### config.mk
export PLATFORM = sky130hd
export DESIGN_NAME = uar_addr_recog
export DESIGN_NICKNAME = d
export VERILOG_FILES = /design/src/uar_pkg.sv /design/src/uar_t1_baud.sv /design/src/uar_addr_recog.sv
export VERILOG_INCLUDE_DIRS = /design/src /design/src/src
export SDC_FILE = /design/constraint.sdc
export NUM_CORES = 1
export LEC_CHECK = 0
export BUFFER_PORTS_ARGS = -buffer_cell sky130_fd_sc_hd__buf_2
export CAP_MARGIN = 25
export CORE_UTILIZATION = 38
export CTS_CLUSTER_DIAMETER = 60
export CTS_CLUSTER_SIZE = 10
export DETAILED_ROUTE_END_ITERATION = 10
export PLACE_DENSITY_LB_ADDON = 0.05
export SETUP_SLACK_MARGIN = 0.5
export SLEW_MARGIN = 20
export SYNTH_ARGS = -nofsm -noshare
export SYNTH_HDL_FRONTEND = slang
export SYNTH_SLANG_ARGS = --single-unit
### constraint.sdc
create_clock -name mclk_i -period 5.5 [get_ports mclk_i]
set_input_delay 0.55 -clock mclk_i [delete_from_list [all_inputs] [get_ports mclk_i]]
set_output_delay 0.55 -clock mclk_i [all_outputs]
set_load 0.1 [all_outputs]
### src/uar_map.svh
/*
 * Constants of the serial address recognition block: reset values,
 * timer limits and divider tops.
 * Assumes inclusion by bare name from the block's source files.
 */
`ifndef UAR_MAP_SVH
`define UAR_MAP_SVH

// Reset value of both address registers
`define UAR_ADDR_RST 8'h00
// Reset value of the timer reload and counter
`define UAR_T1_RST 8'h00
// Counter value at which the eight-bit timer overflows
`define UAR_T1_TOP 8'hFF
// Peripheral clocks per timer increment
`define UAR_T1_PRESCALE 6
// Prescaler reset value, loaded again after its terminal count
`define UAR_PRE_RST 8'h00
// Sample ticks per serial bit, minus one
`define UAR_SAMPLE_TOP 4'hF
`define UAR_SAMPLE_RST 4'h0

`endif

### src/uar_pkg.sv
/*
 * Types of the serial address recognition block.
 * Assumes nothing beyond a SystemVerilog compiler.
 */
`default_nettype none

package uar_pkg;

  // Which of the two addresses picked the current data stream
  typedef enum logic [1:0] {
    SEL_NONE,
    SEL_GIVEN,
    SEL_BCAST
  } uar_sel_t;

  typedef struct packed {
    logic [7:0] prescale;
    logic [7:0] count;
    logic [7:0] reload;
    logic half;
    logic [3:0] samples;
    logic overflow;
    logic sample_tick;
    logic bit_tick;
  } uar_t1_state_t;

  typedef struct packed {
    logic [7:0] slave_address_reg;
    logic [7:0] mask;
    logic [7:0] bcast;
    uar_sel_t sel;
    logic given_hit;
    logic bcast_hit;
    logic addr_event;
    logic accept;
    logic [7:0] accept_data;
    logic selected;
  } uar_ar_state_t;

endpackage

`default_nettype wire

### src/uar_t1_baud.sv
/*
 * Timer 1 in eight-bit auto-reload mode used as a baud source.
 * Assumes control ports come from logic on mclk_i.
 */
`default_nettype none
`include "uar_map.svh"

module uar_t1_baud #(
  parameter int PRESCALE = `UAR_T1_PRESCALE
) (
  input wire logic mclk_i,
  input wire logic resetn_i,
  input wire logic run_i,
  input wire logic src_sel_i,
  input wire logic double_i,
  input wire logic reload_wr_i,
  input wire logic [7:0] reload_wdata_i,
  output logic [7:0] reload_o,
  output logic [7:0] count_o,
  output logic overflow_o,
  output logic sample_tick_o,
  output logic bit_tick_o
);

  uar_pkg::uar_t1_state_t s_q;
  uar_pkg::uar_t1_state_t s_d;

  // ****************************************
  // Next state
  // ****************************************
  always_comb begin
    logic inc;
    logic ovf;
    logic samp;
    s_d = s_q;
    inc = 1'b0;
    ovf = 1'b0;
    samp = 1'b0;
    s_d.overflow = 1'b0;
    s_d.sample_tick = 1'b0;
    s_d.bit_tick = 1'b0;
    if (reload_wr_i) begin
      s_d.reload = reload_wdata_i;
    end
    if (run_i) begin
      if (s_q.prescale == 8'(PRESCALE - 1)) begin
        s_d.prescale = `UAR_PRE_RST;
        inc = 1'b1;
      end else begin
        s_d.prescale = s_q.prescale + 8'h01;
      end
    end
    if (inc) begin
      if (s_q.count == `UAR_T1_TOP) begin
        s_d.count = s_q.reload;
        ovf = 1'b1;
      end else begin
        s_d.count = s_q.count + 8'h01;
      end
    end
    s_d.overflow = ovf;
    if (!src_sel_i) begin
      // Dividers held so the first bit after selection is full length
      s_d.half = 1'b0;
      s_d.samples = `UAR_SAMPLE_RST;
    end else if (ovf) begin
      // Without doubling two overflows make one sample tick
      if (double_i) begin
        samp = 1'b1;
      end else begin
        s_d.half = ~s_q.half;
        samp = s_q.half;
      end
      s_d.sample_tick = samp;
      if (samp) begin
        s_d.samples = s_q.samples + 4'h1;
        s_d.bit_tick = (s_q.samples == `UAR_SAMPLE_TOP);
      end
    end
  end

  always_ff @(posedge mclk_i or negedge resetn_i) begin
    if (!resetn_i) begin
      s_q <= '{prescale: `UAR_PRE_RST, count: `UAR_T1_RST, reload: `UAR_T1_RST, half: 1'b0,
               samples: `UAR_SAMPLE_RST, overflow: 1'b0, sample_tick: 1'b0, bit_tick: 1'b0};
    end else begin
      s_q <= s_d;
    end
  end

  assign reload_o = s_q.reload;
  assign count_o = s_q.count;
  assign overflow_o = s_q.overflow;
  assign sample_tick_o = s_q.sample_tick;
  assign bit_tick_o = s_q.bit_tick;

endmodule // uar_t1_baud

`default_nettype wire

### src/uar_addr_recog.sv
/*
 * Automatic address recognition for a multiprocessor serial port,
 * with Timer 1 as an auto-reload baud source.
 * Assumes the receiver and the CPU side run on mclk_i and present
 * each received byte as a one-cycle strobe.
 */
// Contract
// - Broadcast address is slave address OR mask
// - Reset clears slave address and mask registers
// - Timer 1 overflows give serial bit timing
// - Timer 1 eight-bit, reloads from high byte
// - Baud doubling bit makes each Timer 1 overflow a sample tick; Timer 1 rate is unchanged
`default_nettype none
`include "uar_map.svh"

module uar_addr_recog #(
  parameter int T1_PRESCALE = `UAR_T1_PRESCALE
) (
  input wire logic mclk_i,
  input wire logic resetn_i,
  input wire logic slave_address_reg_wr_i,
  input wire logic [7:0] slave_address_reg_wdata_i,
  input wire logic mask_wr_i,
  input wire logic [7:0] mask_wdata_i,
  input wire logic multiproc_en_i,
  input wire logic rx_valid_i,
  input wire logic [7:0] rx_data_i,
  input wire logic rx_bit9_i,
  input wire logic t1_run_i,
  input wire logic t1_baud_sel_i,
  input wire logic baud_double_bit_i,
  input wire logic t1_reload_wr_i,
  input wire logic [7:0] t1_reload_wdata_i,
  output logic [7:0] slave_address_reg_o,
  output logic [7:0] slave_address_mask_reg_o,
  output logic [7:0] broadcast_addr_o,
  output logic addr_event_o,
  output logic given_hit_o,
  output logic broadcast_hit_o,
  output logic selected_o,
  output logic rx_accept_o,
  output logic [7:0] rx_accept_data_o,
  output logic [7:0] t1_reload_o,
  output logic [7:0] t1_count_o,
  output logic t1_overflow_o,
  output logic baud_sample_tick_o,
  output logic baud_bit_tick_o
);

  uar_pkg::uar_ar_state_t s_q;
  uar_pkg::uar_ar_state_t s_d;

  // ****************************************
  // Address matching
  // ****************************************
  logic given_hit;
  logic bcast_hit;

  // Mask-zero bits are don't care; all-zero mask matches anything
  assign given_hit = ((rx_data_i ^ s_q.slave_address_reg) & s_q.mask) == `UAR_ADDR_RST;
  // Zero bits of the broadcast address are don't care, so the byte only
  // needs ones where the broadcast address has ones
  assign bcast_hit = (rx_data_i & s_q.bcast) == s_q.bcast;

  // ****************************************
  // Next state
  // ****************************************
  always_comb begin
    s_d = s_q;
    s_d.addr_event = 1'b0;
    s_d.accept = 1'b0;
    if (slave_address_reg_wr_i) begin
      s_d.slave_address_reg = slave_address_reg_wdata_i;
    end
    if (mask_wr_i) begin
      s_d.mask = mask_wdata_i;
    end
    // Kept registered so the compare path is one gate level shorter
    s_d.bcast = s_d.slave_address_reg | s_d.mask;
    if (rx_valid_i) begin
      if (!multiproc_en_i) begin
        // Filter off: every byte goes through, selection is dropped
        s_d.accept = 1'b1;
        s_d.accept_data = rx_data_i;
        s_d.sel = uar_pkg::SEL_NONE;
      end else if (rx_bit9_i) begin
        s_d.addr_event = 1'b1;
        s_d.given_hit = given_hit;
        s_d.bcast_hit = bcast_hit;
        case ({given_hit, bcast_hit})
          2'b10,
          2'b11: begin
            s_d.sel = uar_pkg::SEL_GIVEN;
            s_d.accept = 1'b1;
            s_d.accept_data = rx_data_i;
          end
          2'b01: begin
            // An all-ones address from the master lands here when it misses the given address
            s_d.sel = uar_pkg::SEL_BCAST;
            s_d.accept = 1'b1;
            s_d.accept_data = rx_data_i;
          end
          default: begin
            s_d.sel = uar_pkg::SEL_NONE;
          end
        endcase
      end else begin
        // Data bytes pass only after a matching address
        case (s_q.sel)
          uar_pkg::SEL_GIVEN,
          uar_pkg::SEL_BCAST: begin
            s_d.accept = 1'b1;
            s_d.accept_data = rx_data_i;
          end
          default: begin
            s_d.accept = 1'b0;
          end
        endcase
      end
    end
    // Registered so the output comes straight from a flip-flop
    s_d.selected = (s_d.sel != uar_pkg::SEL_NONE);
  end

  // ****************************************
  // State register
  // ****************************************
  always_ff @(posedge mclk_i or negedge resetn_i) begin
    if (!resetn_i) begin
      s_q <= '{slave_address_reg: `UAR_ADDR_RST, mask: `UAR_ADDR_RST, bcast: `UAR_ADDR_RST,
               sel: uar_pkg::SEL_NONE, given_hit: 1'b0, bcast_hit: 1'b0,
               addr_event: 1'b0, accept: 1'b0, accept_data: `UAR_ADDR_RST, selected: 1'b0};
    end else begin
      s_q <= s_d;
    end
  end

  assign slave_address_reg_o = s_q.slave_address_reg;
  assign slave_address_mask_reg_o = s_q.mask;
  assign broadcast_addr_o = s_q.bcast;
  assign addr_event_o = s_q.addr_event;
  assign given_hit_o = s_q.given_hit;
  assign broadcast_hit_o = s_q.bcast_hit;
  assign selected_o = s_q.selected;
  assign rx_accept_o = s_q.accept;
  assign rx_accept_data_o = s_q.accept_data;

  // ****************************************
  // Timer 1 baud source
  // ****************************************
  uar_t1_baud #(
    .PRESCALE(T1_PRESCALE)
  ) u_t1 (
    .mclk_i(mclk_i),
    .resetn_i(resetn_i),
    .run_i(t1_run_i),
    .src_sel_i(t1_baud_sel_i),
    .double_i(baud_double_bit_i),
    .reload_wr_i(t1_reload_wr_i),
    .reload_wdata_i(t1_reload_wdata_i),
    .reload_o(t1_reload_o),
    .count_o(t1_count_o),
    .overflow_o(t1_overflow_o),
    .sample_tick_o(baud_sample_tick_o),
    .bit_tick_o(baud_bit_tick_o)
  );

endmodule // uar_addr_recog

`default_nettype wire

==> metrics.md <==
| Metric | Value |
|---|---|
| Post-DP HPWL | `~5300 um` |
| Share of the yosys chip area belonging to registers | `a little over 50%` |
| Tightest Pin Transition | `slightly above 600 ps` |
| Placement Cell Area | `around 3700 um^2` |
| DR WL met3 | `~300 um` |
| Crit Path Category | `register to register` |
| Fmax | `about 0.49 GHz` |
| Multi-input gate area | `1240 um^2` |
| Final critical-path required period | `slightly above 2000 ps` |
| Total Routing Usage GR | `15.9%` |
| PD cells | `about 430 nW/um^2` |
| Worst-path clk slew | `80 ps` |
| Die span in y | `between 90 and 100 um` |
| Syn Area/Cell | `roughly 11 um^2` |
| Post-CTS resize count | `0` |
| PortBufs | `slightly below 100` |
| Worst setup margin | `~3400 ps` |
| Worst-Skew Late Latency | `around 340 ps` |
| Final net count | `404` |
| Leading post-synthesis cells by cell area | `dfrtp_1 52%, mux2_2 11%, buf_4 10%` |
| DRT iter0 DRCs | `between 60 and 70` |
| CTS Buf Count | `9` |
| Synth warn | `0` |
| Hold-fix buffers at CTS | `0` |
| WL final | `about 7000 um` |
| Crit. End Element | `register` |
| Drc violations | `0` |
| CP Cell Sequence | `inv_1 > ha_1 > nor3b_1 > nand3_1 > nor3_1 > mux2i_1 > nor2b_1` |
| Gr ovfl total | `0` |
| TritonCTS Sinks | `71` |
| Most common cell after layout, fill and taps aside | `buf_2` |
| Fillers | `about 900` |
| Top Layer Used | `met4` |
| Max Buffers Root-to-Sink | `2` |
| Max stage delay on crit path | `around 430 ps` |
| Met2 wire length | `3370 um` |
| Vias in the first global route | `around 2,300` |
| Synth Cell Area | `3450 um^2` |
| Largest area contributor in the netlist | `dfrtp_1` |
| Initial Util | `about two fifths` |
| Remaining antenna violation count | `0` |
| Slowest stage cell on the critical path | `dfrtp_1` |
| Final setup vio count | `0` |
| Worst EP arrival | `approximately 2300 ps` |
| Die Wd | `97.2 um` |
| DIE AREA | `between 9000 and 10,000 um^2` |
| Via/cell ratio | `4.88` |
| Netlist cell types | `33` |
| Slew Limit Fails | `0` |
| Syn nets | `about 350` |
| CTS root buffer | `clkbuf_8` |
| WL/cell | `roughly 15 um` |
| Final setup TNS | `0 ps` |
| Layout cells sized above 1 | `around 44%` |
| Post-CTS Setup Bufs | `0` |
| IO Count | `99` |
| Max-Cap Viols | `0` |
| Pre-antenna DRT Iters | `4` |
| Sequential cell area | `between 1500 and 2000 um^2` |
| Unrepaired setup endpoints after global routing | `no` |
| Final GP Congestion | `0.787` |
| CTS tree | `built` |
| Most frequent cells in the layout | `98 x buf_2, 71 x dfrtp_1, 34 x mux2_2` |
| Core area | `between 8000 and 9000 um^2` |
| Worst Hold Class | `input port to async pin` |
| Number of synthesized register bits | `71` |
| Worst ir drop on vdd | `0.000106 V` |
| Synth top area share | `between 50% and 60%` |
| Vias | `approximately 2,300` |
| Leak pwr | `between 1.5 and 2 nW` |
| First-pass GRT wire length | `11,800 um` |
| Final non-filler cell area | `around 3900 um^2` |
| Final hold vios | `0` |
| Syn-to-layout area delta | `12.4%` |
| Met1 Wirelength | `between 3000 and 4000 um` |
| Initial antenna violation count | `0` |
| N_diodes | `0` |
| Slew headroom | `roughly three fifths` |
| CP Launch Type | `register` |
| Largest net degree at the start of global routing | `50` |
| Dpl ws | `3170 ps` |
| H-tree levels | `3` |
| Final period util | `between 30 and 40%` |
| Req. time, crit path | `between 5000 and 6000 ps` |
| Rows | `34` |
| Outcome | `finished clean` |
| CP Max Fanout | `7` |
| Worst-case clock skew | `8.35 ps` |
| Synthesized instance count | `300` |
==> cells by family after synthesis <==
family,Yosys count,synth area share (%)
xor+xnor,18,4.57
fa+ha+maj,4,1.45
simple gates,70,11.1
flops,71,51.5
compound gates,34,6.68
buf+inv,65,12.3
mux,38,12.3
==> state kept, by name, indices dropped and copies added (netlist names) <==
signal	count
addr_event_o	1
broadcast_addr_o	8
broadcast_hit_o	1
given_hit_o	1
rx_accept_data_o	8
rx_accept_o	1
s_q	2
selected_o	1
slave_address_mask_reg_o	8
slave_address_reg_o	8
u_t1.bit_tick_o	1
u_t1.count_o	8
u_t1.overflow_o	1
u_t1.reload_o	8
u_t1.s_q	13
u_t1.sample_tick_o	1
==> worst max-delay path: cells and delay by family, from the launching register on <==
kind / cells / cell delay, ps
adder cells (fa/ha/maj): 1 / 130
buffers and inverters: 1 / 100
flip-flops: 1 / 430
multiplexers: 1 / 230
AND/OR/NAND/NOR: 4 / 1070
==> cell usage after synthesis <==
library cell / instances
nand2b_1: 2
mux2_2: 34
mux2i_1: 4
a21o_1: 3
or2_2: 10
nor2b_1: 1
dfrtp_1: 71
clkbuf_1: 4
nand3_1: 7
xor2_1: 12
a22oi_1: 5
nor3_1: 3
a41oi_1: 1
a31oi_1: 1
nor2_1: 10
inv_1: 12
xnor2_1: 6
and3_1: 7
buf_4: 48
and4_1: 2
nor3b_1: 1
or4_4: 1
nand4_1: 7
and2_1: 6
a21boi_0: 2
o21ai_0: 8
a21oi_1: 7
a41oi_4: 1
nand2_1: 12
o22ai_1: 6
nor4b_1: 1
ha_1: 4
buf_2: 1
==> per-stage QoR <==
step | std cells | util, % | hold slack, ps | power [mW]
2_1_floorplan | 300 | - | 254 | 1.24
3_3_place_gp | 454 | 42.2 | 472 | 1.29
3_5_place_dp | 454 | 42.2 | 471 | 1.30
4_1_cts | 470 | 44.2 | 172 | 1.67
5_1_grt | 470 | 44.2 | 207 | 1.74
6_report | 470 | 44.2 | 171 | 1.65
==> path summary, 6_finish.rpt <==
path | cells past startpoint | from | endpoint | slack [ps]
min reg2reg | 1 | u_t1.s_q[31] | u_t1.s_q[31] | 480
min in group mclk_i | 2 | t1_reload_wdata_i[2] | u_t1.reload_o[2] | 440
min | 1 | resetn_i | slave_address_reg_o[3] | 170
max in group asynchronous | 2 | resetn_i | u_t1.reload_o[6] | 4320
max reg2reg | 7 | u_t1.s_q[25] | u_t1.s_q[4] | 3440
max | 7 | u_t1.s_q[25] | u_t1.s_q[4] | 3440
==> where the power goes <==
part	leakage, nW	total [mW]	internal, mW	switching [mW]
Clock	0.0712	0.368	0.165	0.203
Combinational	0.975	0.620	0.131	0.489
Sequential	0.869	0.660	0.592	0.0683
==> metal layers <==
metal,track usage [%],vias to the layer above
li1,-,1102
met1,21.0,1123
met2,25.7,63
met3,3.31,7
met4,6.45,0
met5,0,-
==> cell type report <==
| cell class | instances | area share [%] |
|---|---|---|
| clock buffer | 10 | 3.29 |
| timing repair buffer | 99 | 12.9 |
| inverter | 12 | 1.16 |
| sequential | 71 | 45.9 |
| tap | 108 | 3.49 |
| multi-input combinational | 164 | 32.1 |
| clock inverter | 6 | 1.20 |
Power figures use the tool's default switching activity.
